$ cat src/lpcg_defs.svh
// constants of the low-power clock gating unit
// Functional notes
// - override bit forces group clock in active
// - idle enable bit gates group in idle
// - bit 3: rtc, pulse counter, power unit
// - bit 2 timers/crc; bit 1 converter/pca
// - bit 0: uart, timer 3, spi, smbus
// - gating bits 7:4 read zero, ignored
// - gating modes only while gating enable set
// - suspend gates system clock, stops oscillators
// - six enabled events wake suspend or sleep
// - flags read zero two clocks after suspend
// - reset pin falling edge always wakes
// - sleep: regulator off, ram on battery
// - digital outputs hold level in sleep
// - digital inputs stay port match sources
// - leaving sleep drives wake request low
// - all volatile state kept through sleep
// - monitor disabled: reset gives full por
// - flags record events whether enabled or not
// - no suspend or sleep while flag set
`ifndef LPCG_DEFS_SVH
`define LPCG_DEFS_SVH
`define ACT_OVR_ADDR     8'hf5
`define CLK_MODE_ADDR    8'hfd
`define IDLE_EN_ADDR     8'hfe
`define WAKE_CFG_ADDR    8'hb5
`define WAKE_FLAG_ADDR   8'hb6
`define PWR_MODE_ADDR    8'hb7
`define ACT_OVR_RESET    4'h0
`define IDLE_EN_RESET    4'h0
`define GATE_EN_BIT      2
`define CFG_SLEEP_BIT    7
`define CFG_SUSPEND_BIT  6
`define CFG_CLEAR_BIT    5
`define FLG_BAT_BIT      2
`define FLG_PC_BIT       0
`define MON_DIS_BIT      5
`define WAKE_MASK_CYCLES 2'h2
`endif

$ cat src/lpcg_pkg.sv
// types of the low-power clock gating unit
package lpcg_pkg;
  // power modes of the device
  typedef enum logic [1:0]
  {
    MODE_NORMAL  = 2'b00,
    MODE_SUSPEND = 2'b01,
    MODE_SLEEP   = 2'b10
  } pmode_t;
  // special-function bus request
  typedef struct packed
  {
    logic       wr;
    logic       rd;
    logic [7:0] addr;
    logic [7:0] wdata;
  } sfr_req_t;
  // complete state of the top module
  typedef struct packed
  {
    pmode_t     mode;
    logic [3:0] override;
    logic [3:0] idle_en;
    logic       lpm_en;
    logic [5:0] wake_en;
    logic       mon_dis;
    logic [5:0] evt_prev;
    logic       rst_prev;
    logic [1:0] mask_cnt;
    logic [7:0] rdata;
    logic [3:0] periph_en;
    logic       cpu_clk_en;
    logic       sys_clk_en;
    logic       osc_en;
    logic       lposc_en;
    logic       core_reg_en;
    logic       ram_on_bat;
    logic       pin_hold;
    logic       pm_armed;
    logic       wake_req_n;
    logic       full_por;
  } state_t;
endpackage

$ cat src/low_power_clock_gating_unit.sv
// power mode and peripheral clock gating unit
`timescale 1ns/1ps
`default_nettype none
`include "lpcg_defs.svh"
module low_power_clock_gating_unit (
  // clock and synchronous reset
  input  wire logic              MCLK,
  input  wire logic              RESET,
  // special-function bus
  input  wire lpcg_pkg::sfr_req_t SFR_REQ,
  output logic      [7:0]         SFR_RDATA,
  // core status and reset sources
  input  wire logic              CPU_IDLE,
  input  wire logic              RESET_SRC,
  // pins: reset pin and wake events
  input  wire logic              RST_PIN_N,
  input  wire logic [5:0]        WAKE_EVENT,
  // clock controls
  output logic      [3:0]        PERIPH_CLK_EN,
  output logic                   CPU_CLK_EN,
  output logic                   SYS_CLK_EN,
  output logic                   OSC_EN,
  output logic                   LP_OSC_EN,
  // supply and pin controls
  output logic                   CORE_REG_EN,
  output logic                   RAM_ON_BAT,
  output logic                   PIN_HOLD,
  output logic                   PORT_MATCH_ARMED,
  output logic                   WAKE_REQ_N,
  output logic                   FULL_POR_REQ,
  output logic                   SUPPLY_MON_DIS
);
  lpcg_pkg::state_t q;        // registered state
  lpcg_pkg::state_t nx;       // next state
  logic [6:0]       pin_s;    // synchronised pins
  logic [5:0]       evt_s;    // synchronised events
  logic             rst_s;    // synchronised reset pin
  logic [5:0]       evt_rise; // event edges this cycle
  logic             rst_fall; // reset pin falling edge
  logic [6:0]       flag_set; // per-flag set pulses
  logic [6:0]       flags;    // sticky wake flags
  logic             clr_all;  // software clear of flags
  logic             cfg_wr;   // write to wake configuration
  logic             flg_wr;   // write to flag register
  logic             wake;     // a wake condition is present
  logic             enter_ok; // entry allowed
  logic             lp_idle;  // gated idle operation
  logic             lp_act;   // gated active operation

  // pins cross into the system clock domain first
  pin_sync #(.W(7)) u_sync (
    .clk   (MCLK),
    .reset (RESET),
    .din   ({RST_PIN_N, WAKE_EVENT}),
    .dout  (pin_s)
  );

  assign evt_s    = pin_s[5:0];
  assign rst_s    = pin_s[6];
  assign evt_rise = evt_s & ~q.evt_prev;
  assign rst_fall = q.rst_prev & ~rst_s;  // any glitch edge counts
  assign cfg_wr   = SFR_REQ.wr && (SFR_REQ.addr == `WAKE_CFG_ADDR);
  assign flg_wr   = SFR_REQ.wr && (SFR_REQ.addr == `WAKE_FLAG_ADDR);
  assign clr_all  = cfg_wr && SFR_REQ.wdata[`CFG_CLEAR_BIT];
  // flag order: comparator, port match, alarm, osc fail, pin, pulse, battery
  assign flag_set = {evt_rise[5], evt_rise[4], rst_fall, evt_rise[3:0]};

  // one sticky flag per wake source, updated in every mode
  genvar gi;
  generate
    for (gi = 0; gi < 7; gi++)
    begin : g_flag
      wake_flag_cell u_flag (
        .clk   (MCLK),
        .reset (RESET),
        .set   (flag_set[gi]),
        .clr   (clr_all),
        .flag  (flags[gi])
      );
    end
  endgenerate

  // enabled events or the reset pin end a low-power mode
  assign wake     = (|(evt_rise & q.wake_en)) || rst_fall;
  // a pending flag blocks entry unless the same write clears it
  assign enter_ok = !((|flags) && !clr_all);
  assign lp_idle  = q.lpm_en && CPU_IDLE;
  assign lp_act   = q.lpm_en && !CPU_IDLE;

  // next-state logic: registers, mode machine, outputs
  always_comb
  begin
    nx          = q;
    nx.evt_prev = evt_s;
    nx.rst_prev = rst_s;
    nx.full_por = 1'b0;
    if (q.mask_cnt != 2'h0)
      nx.mask_cnt = q.mask_cnt - 2'h1;
    // register writes; unused upper bits are dropped
    if (SFR_REQ.wr)
    begin
      case (SFR_REQ.addr)
        `ACT_OVR_ADDR:  nx.override = SFR_REQ.wdata[3:0];
        `IDLE_EN_ADDR:  nx.idle_en  = SFR_REQ.wdata[3:0];
        `CLK_MODE_ADDR: nx.lpm_en   = SFR_REQ.wdata[`GATE_EN_BIT];
        `WAKE_CFG_ADDR: nx.wake_en[3:0] = SFR_REQ.wdata[3:0];
        `WAKE_FLAG_ADDR:
        begin
          nx.wake_en[4] = SFR_REQ.wdata[`FLG_PC_BIT];
          nx.wake_en[5] = SFR_REQ.wdata[`FLG_BAT_BIT];
        end
        `PWR_MODE_ADDR: nx.mon_dis = SFR_REQ.wdata[`MON_DIS_BIT];
        default:        nx.mon_dis = q.mon_dis;
      endcase
    end
    // with the monitor off, any reset becomes a full power-on reset
    if (q.mon_dis && (rst_fall || RESET_SRC))
    begin
      nx.full_por = 1'b1;
      nx.mon_dis  = 1'b0;
    end
    // mode machine; state registers are never touched by sleep
    case (q.mode)
      lpcg_pkg::MODE_NORMAL:
      begin
        if (cfg_wr && enter_ok && SFR_REQ.wdata[`CFG_SLEEP_BIT])
        begin
          nx.mode       = lpcg_pkg::MODE_SLEEP;
          nx.wake_req_n = 1'b1;
        end
        else if (cfg_wr && enter_ok && SFR_REQ.wdata[`CFG_SUSPEND_BIT])
          nx.mode = lpcg_pkg::MODE_SUSPEND;
      end
      lpcg_pkg::MODE_SUSPEND:
      begin
        if (wake)
        begin
          nx.mode     = lpcg_pkg::MODE_NORMAL;
          nx.mask_cnt = `WAKE_MASK_CYCLES;
        end
      end
      lpcg_pkg::MODE_SLEEP:
      begin
        if (wake)
        begin
          nx.mode       = lpcg_pkg::MODE_NORMAL;
          nx.wake_req_n = 1'b0;
        end
      end
      default: nx.mode = lpcg_pkg::MODE_NORMAL;
    endcase
    // read data; unused and reserved bits read zero
    nx.rdata = 8'h00;
    if (SFR_REQ.rd)
    begin
      case (SFR_REQ.addr)
        `ACT_OVR_ADDR:  nx.rdata = {4'h0, q.override};
        `IDLE_EN_ADDR:  nx.rdata = {4'h0, q.idle_en};
        `CLK_MODE_ADDR: nx.rdata = {5'h00, q.lpm_en, 2'h0};
        `WAKE_CFG_ADDR:
          if (q.mask_cnt == 2'h0)
            nx.rdata = {3'h0, flags[4:0]};
        `WAKE_FLAG_ADDR:
          if (q.mask_cnt == 2'h0)
            nx.rdata = {5'h00, flags[6], 1'b0, flags[5]};
        `PWR_MODE_ADDR: nx.rdata = {2'h0, q.mon_dis, 5'h00};
        default:        nx.rdata = 8'h00;
      endcase
    end
    // clock tree gates from the present mode
    nx.periph_en  = 4'h0;
    nx.cpu_clk_en = 1'b0;
    if (q.mode == lpcg_pkg::MODE_NORMAL)
    begin
      // bit3 rtc/pulse/power unit, bit2 timers/crc, bit1 adc/pca, bit0 serial
      if (lp_idle)
        nx.periph_en = q.idle_en;
      else if (lp_act)
        nx.periph_en = q.idle_en | q.override;
      else
        nx.periph_en = 4'hf;
      nx.cpu_clk_en = !lp_idle;
    end
    nx.sys_clk_en  = (q.mode == lpcg_pkg::MODE_NORMAL);
    nx.osc_en      = (q.mode == lpcg_pkg::MODE_NORMAL);
    // the low-power oscillator cannot stop while a flag is pending
    nx.lposc_en    = (q.mode == lpcg_pkg::MODE_NORMAL) || (|flags);
    nx.core_reg_en = (q.mode != lpcg_pkg::MODE_SLEEP);
    nx.ram_on_bat  = (q.mode == lpcg_pkg::MODE_SLEEP);
    nx.pin_hold    = (q.mode == lpcg_pkg::MODE_SLEEP);
    nx.pm_armed    = (q.mode == lpcg_pkg::MODE_SLEEP);
  end

  // state register
  always_ff @(posedge MCLK)
  begin
    if (RESET)
    begin
      q             <= '0;
      q.mode        <= lpcg_pkg::MODE_NORMAL;
      q.override    <= `ACT_OVR_RESET;
      q.idle_en     <= `IDLE_EN_RESET;
      q.rst_prev    <= 1'b1;
      q.periph_en   <= 4'hf;
      q.cpu_clk_en  <= 1'b1;
      q.sys_clk_en  <= 1'b1;
      q.osc_en      <= 1'b1;
      q.lposc_en    <= 1'b1;
      q.core_reg_en <= 1'b1;
      q.wake_req_n  <= 1'b1;
    end
    else
      q <= nx;
  end

  // ports straight from the state flops
  assign SFR_RDATA        = q.rdata;
  assign PERIPH_CLK_EN    = q.periph_en;
  assign CPU_CLK_EN       = q.cpu_clk_en;
  assign SYS_CLK_EN       = q.sys_clk_en;
  assign OSC_EN           = q.osc_en;
  assign LP_OSC_EN        = q.lposc_en;
  assign CORE_REG_EN      = q.core_reg_en;
  assign RAM_ON_BAT       = q.ram_on_bat;
  assign PIN_HOLD         = q.pin_hold;
  assign PORT_MATCH_ARMED = q.pm_armed;
  assign WAKE_REQ_N       = q.wake_req_n;
  assign FULL_POR_REQ     = q.full_por;
  assign SUPPLY_MON_DIS   = q.mon_dis;
endmodule
`default_nettype wire

$ cat src/pin_sync.sv
// two-stage synchroniser for pin inputs
`timescale 1ns/1ps
`default_nettype none
module pin_sync #(
  parameter int W = 1
) (
  // clock and reset
  input  wire logic         clk,
  input  wire logic         reset,
  // asynchronous in, synchronous out
  input  wire logic [W-1:0] din,
  output logic      [W-1:0] dout
);
  logic [1:0][W-1:0] st_reg;  // stage 1 feeds only stage 0
  logic [1:0][W-1:0] st_next;

  // shift chain; no reset, so a pin's idle level flushes through while reset is held
  // and the edge detectors never see a false edge when reset lets go
  always_comb
  begin
    st_next[1] = din;
    st_next[0] = st_reg[1];
  end

  // register both stages; reset is deliberately left unused
  always_ff @(posedge clk)
  begin
    st_reg <= st_next;
  end

  // only the second stage is read outside
  assign dout = st_reg[0];
endmodule
`default_nettype wire

$ cat src/wake_flag_cell.sv
// one sticky wake flag, set wins over clear
`timescale 1ns/1ps
`default_nettype none
module wake_flag_cell (
  // clock and reset
  input  wire logic clk,
  input  wire logic reset,
  // event and clear
  input  wire logic set,
  input  wire logic clr,
  output logic      flag
);
  logic flag_reg;   // sticky flag
  logic flag_next;

  // event set beats a simultaneous clear
  always_comb
  begin
    flag_next = flag_reg;
    if (clr)
      flag_next = 1'b0;
    if (set)
      flag_next = 1'b1;
  end

  // register the flag
  always_ff @(posedge clk)
  begin
    if (reset)
      flag_reg <= 1'b0;
    else
      flag_reg <= flag_next;
  end

  assign flag = flag_reg;
endmodule
`default_nettype wire

$ cat config.mk
export PLATFORM = sky130hd
export DESIGN_NAME = low_power_clock_gating_unit
export DESIGN_NICKNAME = d
export VERILOG_FILES = /design/src/lpcg_pkg.sv /design/src/low_power_clock_gating_unit.sv /design/src/pin_sync.sv /design/src/wake_flag_cell.sv
export VERILOG_INCLUDE_DIRS = /design/src
export SDC_FILE = /design/constraint.sdc
export NUM_CORES = 1
export LEC_CHECK = 0
export ABC_AREA = 1
export BUFFER_PORTS_ARGS = -buffer_cell sky130_fd_sc_hd__buf_2
export CAP_MARGIN = 10
export CELL_PAD_IN_SITES_DETAIL_PLACEMENT = 0
export CELL_PAD_IN_SITES_GLOBAL_PLACEMENT = 2
export CORE_ASPECT_RATIO = 0.6
export CORE_UTILIZATION = 35
export CTS_BUF_LIST = sky130_fd_sc_hd__clkbuf_2
export DETAILED_ROUTE_END_ITERATION = 12
export GPL_TIMING_DRIVEN = 0
export PLACE_DENSITY_LB_ADDON = 0.12
export SLEW_MARGIN = 20
export SYNTH_ARGS = -nofsm -noshare
export SYNTH_HDL_FRONTEND = slang
export SYNTH_SLANG_ARGS = --single-unit
$ cat constraint.sdc
create_clock -name MCLK -period 1.7 [get_ports MCLK]
set_input_delay 0.255 -clock MCLK [delete_from_list [all_inputs] [get_ports MCLK]]
set_output_delay 0.255 -clock MCLK [all_outputs]
set_load 0.02 [all_outputs]
Word-level counts from Yosys, hierarchy flattened
Index checks and enable logic that the tools add are counted.
{"block": "word_totals", "ff_bits": 67, "input_bits": 29}
{"block": "classes", "addsub": 1, "n_eq_ne": 13, "mux": 25, "n_bitwise": 7, "reduce_logical": 40}
{"operator": "8-bit == test, second input constant", "count": 6}
{"operator": "6-bit case mux with 6 select lines", "count": 1}
{"operator": "2-bit nonzero test", "count": 9}
{"operator": "2-bit AND reduction", "count": 7}
{"operator": "6-bit bitwise AND", "count": 2}
{"operator": "2-bit 2-to-1 mux", "count": 6}
{"operator": "1-bit 2-to-1 mux", "count": 11}
{"operator": "5-bit 2-to-1 mux", "count": 2}
{"operator": "1-bit logical AND", "count": 9}
{"operator": "4-bit 2-to-1 mux", "count": 2}
{"operator": "7-bit OR reduction", "count": 1}
{"operator": "2-bit by 1-bit inequality test with 1-bit output, second input constant", "count": 3}
{"operator": "6-bit inverter", "count": 1}
{"operator": "2-bit OR reduction", "count": 3}
{"operator": "6-bit OR reduction", "count": 1}
{"operator": "1-bit zero test", "count": 4}
{"operator": "2-bit zero test", "count": 2}
{"operator": "4-bit bitwise OR", "count": 1}
{"operator": "2-bit case mux with 2 select lines", "count": 1}
{"operator": "1-bit logical OR", "count": 3}
{"operator": "3-bit 2-to-1 mux", "count": 1}
{"operator": "3-bit by 1-bit inequality test with 1-bit output, second input constant", "count": 1}
{"operator": "3-bit AND reduction", "count": 1}
{"operator": "2-bit by 1-bit == test with 1-bit output, second input constant", "count": 1}
{"operator": "other kinds (6)", "count": 7}

Depth between registers and ports, before layout
Gate-level depths: netlist (run 1).
{"block": "depth", "depth_word": 11, "mapped_depth": 11, "mapped_depth_nobuf": 11}

Cells and area by module
From an unflattened synthesis (run 1), not the netlist that was laid out.
{"block": "hier_totals", "cells_unflattened": 323, "area_unflattened_um2": 2547.4}
{"mod": "low_power_clock_gating_unit", "n_inst": 1, "cells_per_inst": 274, "area_per_inst_um2": 1986.9, "seq_area_each_um2": 880.8}
{"mod": "pin_sync", "n_inst": 1, "cells_per_inst": 14, "area_per_inst_um2": 280.3, "seq_area_each_um2": 280.3}
{"mod": "wake_flag_cell", "n_inst": 7, "cells_per_inst": 5, "area_per_inst_um2": 40.0, "seq_area_each_um2": 20.0}

Least setup slack after synthesis (run 1)
OpenSTA, ideal clock, no wires.
{"block": "synth_timing", "path_type": "input to register", "startpoint": "input SFR_REQ[11] (netlist bit)", "endpoint": "register q[48] (netlist bit)", "arrival_ns": 1.082, "required_time_ns": 1.569, "path_slack_ns": 0.488, "path_stages": 10, "n_path_buf": 0, "cell_sequence": "inv_1 -> nand2_2 -> nor2_8 -> nand3_4 -> clkinv_2 -> nand3_2 -> nand2_1 -> nand2_1 -> nand3_1 -> a21oi_2"}
{"block": "synth_between", "elab_chain_len": 10, "word_cells_on_any_way": 13}
{"item": "from (decl)", "line_no": "low_power_clock_gating_unit.sv:10", "rtl": "input wire lpcg_pkg::sfr_req_t SFR_REQ,"}
{"item": "8-bit == test (*)"}
{"item": "1-bit logical AND (*)", "line_no": "low_power_clock_gating_unit.sv:62", "rtl": "assign cfg_wr = SFR_REQ.wr && (SFR_REQ.addr == `WAKE_CFG_ADDR);"}
{"item": "1-bit logical AND", "line_no": "low_power_clock_gating_unit.sv:64", "rtl": "assign clr_all = cfg_wr && SFR_REQ.wdata[`CFG_CLEAR_BIT];"}
{"item": "1-bit zero test", "line_no": "low_power_clock_gating_unit.sv:86", "rtl": "assign enter_ok = !((|flags) && !clr_all);"}
{"item": "1-bit logical AND", "line_no": "low_power_clock_gating_unit.sv:86"}
{"item": "1-bit zero test", "line_no": "low_power_clock_gating_unit.sv:86"}
{"item": "1-bit logical AND (*)", "line_no": "low_power_clock_gating_unit.sv:126, low_power_clock_gating_unit.sv:131"}
{"item": "1-bit logical AND (on tied branches)", "line_no": "low_power_clock_gating_unit.sv:126, low_power_clock_gating_unit.sv:131"}
{"item": "2-bit 2-to-1 mux or 3-bit by 1-bit inequality test with 1-bit output (tied branches)"}
{"item": "2-bit case mux with 2 select lines or 2-bit AND reduction (tied branches)"}
{"item": "to (signal assigned)", "line_no": "low_power_clock_gating_unit.sv:213", "rtl": "q <= nx;"}
{"item": "to (decl)", "line_no": "low_power_clock_gating_unit.sv:33", "rtl": "lpcg_pkg::state_t q;"}
Every way passes the cells marked *; elsewhere a longest branch is shown, timed or not.
A chain may end at the register's enable or synchronous reset.

Worst setup path in the final report (run 1)
{"block": "layout_timing", "startpoint": "register u_sync.st_reg, in the netlist u_sync.dout[6]", "endpoint": "register q, in the netlist WAKE_REQ_N"}
{"block": "layout_between", "elab_chain_len": 5}
{"item": "from (decl)", "line_no": "pin_sync.sv:14", "rtl": "logic [1:0][W-1:0] st_reg;"}
{"item": "from (signal assigned)", "line_no": "pin_sync.sv:28", "rtl": "st_reg <= st_next;"}
{"item": "1-bit inverter", "line_no": "low_power_clock_gating_unit.sv:61", "rtl": "assign rst_fall = q.rst_prev & ~rst_s;"}
{"item": "1-bit bitwise AND", "line_no": "low_power_clock_gating_unit.sv:61"}
{"item": "1-bit logical OR", "line_no": "low_power_clock_gating_unit.sv:84", "rtl": "assign wake = (|(evt_rise & q.wake_en)) || rst_fall;"}
{"item": "2-bit by 1-bit inequality test with 1-bit output (no source line)"}
{"item": "3-bit AND reduction (no source line)"}
Every way passes these cells.

==> results of run 1 <==
routing by layer:
layer  wire [um]  up-vias
met5           0        -
met4         110        0
met3         359       13
met2        2102       55
met1        3294      943
li1            -     1135
critical path, stage by stage (launching register included):
cell and delay [ns]:
dfxtp_1 0.34, inv_1 0.04, nand2_1 0.18, nand2_1 0.09
nor2_1 0.24, nand2_1 0.13, inv_1 0.09, nand2_1 0.05
nand2_1 0.06, nand2_1 0.04, nand2_1 0.05, nand2_1 0.04
repair_timing:
action | 4_1_cts | 5_1_grt
endpoints found under the hold margin | 18 | 0
setup endpoints to repair | 0 | 0
hold buffers | 14 | 0
where the power goes:
| group | internal (mW) | switching [mW] | total (mW) |
|---|---|---|---|
| Sequential | 1.57 | 0.0204 | 1.59 |
| Clock | 0.633 | 0.572 | 1.21 |
| Combinational | 0.0768 | 0.109 | 0.185 |
| Total | 2.28 | 0.701 | 2.98 |
cells in the mapped netlist (all sizes together):
master,number
clkinv,1
clkbuf,4
a31oi,2
nor2,36
dfxtp,65
a21oi,27
o21ai,13
a41oi,1
ha,3
nand2,58
a32oi,1
nor3,6
a211oi,2
nand3,30
buf,16
inv,44
nand4,3
o211ai,1
conb,1
worst min-delay path by stage:
stage / from / endpoint / slack, ns / cells after the start
CTS: SFR_REQ[8] / SFR_RDATA[5] / 0.02 / 5
detailed placement: u_sync.st_next[4] / u_sync.dout[4] / 0.31 / 0
global placement: u_sync.st_next[4] / u_sync.dout[4] / 0.31 / 0
floorplan: WAKE_EVENT[0] / u_sync.st_next[0] / 0.28 / 0
global route: SFR_REQ[8] / SFR_RDATA[5] / 0.04 / 5
finish: SFR_REQ[8] / SFR_RDATA[5] / 0.07 / 5
cell type report:
cell class                 count  area [um^2]  share of cell area [%]
sequential                    65         1301                   41.20
multi-input combinational    185        913.4                   28.92
timing repair buffer          61        375.4                   11.89
inverter                      45        170.2                   5.388
buffer                        20        132.6                   4.200
tap                           87        108.9                   3.447
clock inverter                 6        106.4                   3.368
clock buffer                  10        50.05                   1.585
layout by cell type, fill, tap and decap left out, types with 2 or more instances in the layout:
cell	n
nand4_1	3
a31oi_1	2
conb_1	2
clkbuf_2	10
buf_4	15
nand2_2	2
bufinv_16	3
nand2_1	56
nand3_1	28
buf_2	48
clkbuf_1	4
dfxtp_1	65
o21ai_0	13
nor3_1	5
a21oi_1	26
dlygate4sd3_1	14
nor2_1	33
a211oi_1	2
ha_1	3
inv_1	44
clkinv_2	2
logic make-up (layout without fill, tap and decap cells):
family / Yosys count / after routing / synth area share (%)
AOI/OAI and AO/OA: 47 / 47 / 10.20
buffers and inverters: 65 / 142 / 12.05
DFF: 65 / 65 / 51.77
adders and majority gates: 3 / 3 / 1.493
and+or+nand+nor: 133 / 133 / 24.34
other: 1 / 2 / 0.1492
stage by stage:
| step | hold WS, ns | setup WS (ns) | utilization, % |
|---|---|---|---|
| after global placement | 0.3103 | 0.1502 | 41.96 |
| final | 0.07193 | 0.2443 | 46.30 |
| after floorplan | 0.2827 | 0.4879 | - |
| after CTS | 0.02226 | 0.2601 | 46.30 |
| after detailed placement | 0.3132 | 0.1720 | 41.96 |
| after global routing | 0.04111 | 0.1197 | 46.30 |
==> flow_summary_export.csv, run 1 <==
group,metric,value,unit
die,fp.dieW,111.4,um
routing,drc,9,
global_routing,overflow,0,
timing,worstMarginPinSlew,0.5865,ns
layout,final_cell_area,3158,um^2
global_routing,track_usage,17.75,%
routing,wire_per_inst,12.25,um
outcome,violations,"DRC",
synth,synth_top_area_share,51.77,%
clocking,htree_levels,3,
routing,routed_wl,5.867,mm
synth,synthesis.area,2514,um^2
layout,final_cells,479,
layout,max_flop_register,"q",
layout,largest_register_ff_count,26,
clocking,cts_setup_buffers,0,
placement,post_dp_cell_area,2861,um^2
placement,place_hpwl,4.405,mm
layout,nets,419,
layout,area_growth,25.63,%
timing,max_freq,687.0,MHz
die,rows,23,
routing,dr_total_vias,2146,
global_routing,grtUsageMet1,25.33,%
die,die_height,67.65,um
setup_path,startpoint,"u_sync.dout[6]",
outcome,outcome,"finished with violations",
global_routing,grt_pass1_wl,9.770,mm
timing,fin_crit_sh,85.63,%
placement,placedCellCount,449,
setup_path,cp.required,2.10,ns
setup_path,worstReg2RegStart,"u_sync.dout[6]",
synth,syn_avg_cell_area,8.005,um^2
global_routing,antenna_found_initial,0,
global_routing,use_met3,6.373,%
die,ios,52,
pwr,power,2.977,mW
timing,relSlewSlack,60.90,%
global_routing,grt_max_degree,12,
clocking,clockBufferDepth,2,
pwr,power_density,942.6,nW/um^2
clocking,cts_tree,"built",
synth,ys_types,28,
clocking,insertion_delay,0.51,ns
global_routing,gr-max-usage-layer,"met1",
timing,setup_tns,0,ns
die,initial_core_util,36.86,%
timing,hold_viol_final,0,
global_routing,grt_pass1_vias,1971,
routing,via_per_inst,4.480,
placement,port_buffers,47,
synth,synth_top_area_cell,"dfxtp_1",
setup_path,end_kind,"flop",
placement,gp_congestion,0.8097,
timing,skew,0.01732,ns
synth,synth-seq-cells,65,
flow_run,drv_cap,0,
pwr,leakagePower,1.427,nW
setup_path,startpoint_type,"flop",
clocking,clk_pin_slew_worst_paths,0.17,ns
hold_path,hp-class,"in2reg",
setup_path,crit_arrival,1.86,ns
layout,nFillCells,715,
clocking,cts_root_buf,"clkbuf_2",
synth,synth_area_leaders,"dfxtp_1, nand2_1, inv_1",
setup_path,rr_worst_depth,11,
pwr,ir_drop,0.4073,mV
routing,ant_nets,0,
setup_path,cp_max_fo,3,
global_routing,gr-usage-met2,23.67,%
setup_path,criticalPathCategory,"reg2reg",
setup_path,crit_end,"WAKE_REQ_N",
die,core,6820,um^2
setup_path,r2r-end,"WAKE_REQ_N",
timing,finalCriticalPeriod,1.456,ns
routing,dr.pass1.iters,8,
die,die_area,7536,um^2
layout,n_antenna_cell,0,
timing,setup_viol,0,
synth,yosysWarnings,0,
timing,rsz0062_at_grt,"no",
timing,slew_violations,0,
layout,layout-drive-gt1-share,22.45,%
routing,drt_iter0_drc,200,
clocking,ctsResizeCount,0,
synth,yosysSeqAreaShare,51.77,%
clocking,cts_sinks,65,
clocking,cts_buffers,9,
synth,synth_cells,314,
setup_path,reg2reg_slack,0.24,ns
(Power assumes the default switching activity.)
==> run 2, diff against run 1 <==
SETUP_SLACK_MARGIN = 0.4   (was not set)
==> run 2 against run 1 <==
Net effect:
- the flow still finishes with violations (DRC)
- global-route usage rose by 0.33 points
- setup slack improved by 0.085 ns
- worst hold slack got worse by 0.020 ns
- total power rose by 1.1%
- flip-flop and latch count did not move
- combinational power rose by 11%
- sequential share of layout area fell by 2.4 points
- critical path type is now reg2out
- largest cell class unchanged
- largest power group unchanged
==> flow_summary_export.csv, run 2 (synthesis gave the netlist of run 1 again) <==
group,metric,value,unit
outcome,violations,"DRC",
global_routing,track_usage,18.08,%
clocking,cts_sinks,65,
layout,fin_util,50.06,%
setup_path,cp.required,1.44,ns
global_routing,grt_pass1_wl,9.970,mm
pwr,internal_power,2.286,mW
routing,wl_met3,396,um
routing,dr_total_vias,2183,
setup_path,cp_max_fo,3,
pwr,seq_power_share,52.8,%
timing,setup_tns,0,ns
clocking,insertion_delay,0.52,ns
die,die_area,7536,um^2
placement,post_dp_cell_area,2861,um^2
setup_path,path_cells,"buf_6, buf_6",
routing,routed_wl,6.084,mm
global_routing,antenna_found_initial,0,
setup_path,criticalPathCategory,"reg2out",
routing,drt_iter0_drc,164,
die,initial_core_util,36.86,%
clocking,clk_pin_slew_worst_paths,0.18,ns
global_routing,grt_pass1_vias,2005,
pwr,power_density,881.6,nW/um^2
timing,worstMarginPinSlew,0.5839,ns
layout,max_flop_register,"q",
hold_path,min_path_cells,5,
placement,port_buffers,47,
clocking,clockBufferDepth,2,
die,rows,23,
layout,n_antenna_cell,0,
setup_path,rr_worst_depth,6,
layout,layout-drive-gt1-share,30.89,%
routing,dr.pass1.iters,8,
routing,wire_per_inst,12.62,um
pwr,combPwrFrac,6.8,%
setup_path,slowest_stage,"dfxtp_4",
timing,hold_viol_final,0,
setup_path,crit_arrival,1.12,ns
setup_path,cpMostUsedCell,"buf_6",
routing,top_layer,"met4",
timing,finalCriticalPeriod,1.371,ns
die,fp.dieW,111.4,um
layout,final_cell_area,3415,um^2
hold_path,hp-class,"in2reg",
clocking,cts_buffers,9,
routing,wl_met1,3.313,mm
die,core,6820,um^2
timing,relSlewSlack,61.07,%
global_routing,overflow,0,
timing,worst_hold_slack,0.05186,ns
timing,slew_violations,0,
layout,nets,422,
timing,setup_viol,0,
setup_path,path_depth,2,
timing,fin_crit_sh,80.65,%
setup_path,startpoint_type,"flop",
placement,gp_congestion,0.8097,
timing,rsz0062_at_grt,"yes",
flow_run,drv_cap,0,
die,die_height,67.65,um
placement,place_hpwl,4.405,mm
setup_path,crit_family,"flip-flops",
routing,drc,8,
layout,layout_common_cells,"nand2_1, dfxtp_1, inv_1, nand3_1, buf_6",
global_routing,grt_max_degree,12,
routing,ant_nets,0,
pwr,p_clk_share,40.4,%
pwr,swShare,24.07,%
clocking,cts_root_buf,"clkbuf_2",
pwr,p_sw,0.7245,mW
routing,via_per_inst,4.529,
timing,skew,0.01747,ns
setup_path,slowest_delay,0.39,ns
die,ios,52,
routing,routed-wl-met2,2.300,mm
pwr,ir_drop,0.4083,mV
layout,area_growth,35.84,%
clocking,htree_levels,3,
timing,max_freq,729.4,MHz
clocking,cts_tree,"built",
setup_path,end_kind,"output port",
setup_path,path_buf_inv,2,
outcome,outcome,"finished with violations",
layout,layout_commonest_cell,"nand2_1",
layout,largest_register_ff_count,26,
pwr,leakagePower,1.502,nW
[run 2: final cells by class]
cell class	instances	area, um^2
Buffer	20	166.4
Clock buffer	10	50.05
Clock inverter	6	106.4
Fill cell	695	3406
Inverter	45	170.2
Multi-Input combinational cell	185	965.9
Sequential cell	65	1325
Tap cell	87	108.9
Timing Repair Buffer	64	521.8
[run 2: worst paths after layout]
path                                        start                to  slack [ns]
worst max-delay path             PORT_MATCH_ARMED  PORT_MATCH_ARMED        0.33
worst min-delay path                   SFR_REQ[8]      SFR_RDATA[5]        0.05
worst max register to register              q[47]             q[48]        0.38
worst min register to register  u_sync.st_next[3]    u_sync.dout[3]        0.33
[run 2: tightest hold or removal path: stages]
cell,delay [ns]
buf_2,0.11
inv_1,0.06
nor3_1,0.06
nand2_1,0.05
nor2_1,0.03
[run 2: repair_timing]
item,CTS,global route
resized for setup,56,29
hold buffers,14,0
gates cloned,0,0
pin swaps,1,8
buffers inserted,2,1
endpoints found under the setup margin,25,27
endpoints found under the hold margin,18,0
[run 2: metrics by stage]
step	std cells	power, mW	setup slack [ns]
6_report	482	3.010	0.3290
5_1_grt	482	3.139	0.2601
3_3_place_gp	449	1.778	0.1502
3_5_place_dp	449	1.779	0.1720
2_1_floorplan	315	1.704	0.4879
4_1_cts	481	3.028	0.2922
[run 2: power groups by stage]
stage | clock network, mW | registers (mW) | logic (mW)
2_1_floorplan | 0 | 1.61 | 0.0916
4_1_cts | 1.25 | 1.59 | 0.193
3_3_place_gp | 0 | 1.62 | 0.159
6_report | 1.22 | 1.59 | 0.206
5_1_grt | 1.31 | 1.59 | 0.231
3_5_place_dp | 0 | 1.62 | 0.160
[run 2: per-layer routing]
layer,vias up,track usage (%)
li1,1143,-
met1,968,25.47
met2,63,24.61
met3,9,6.553
met4,0,7.432
met5,-,0
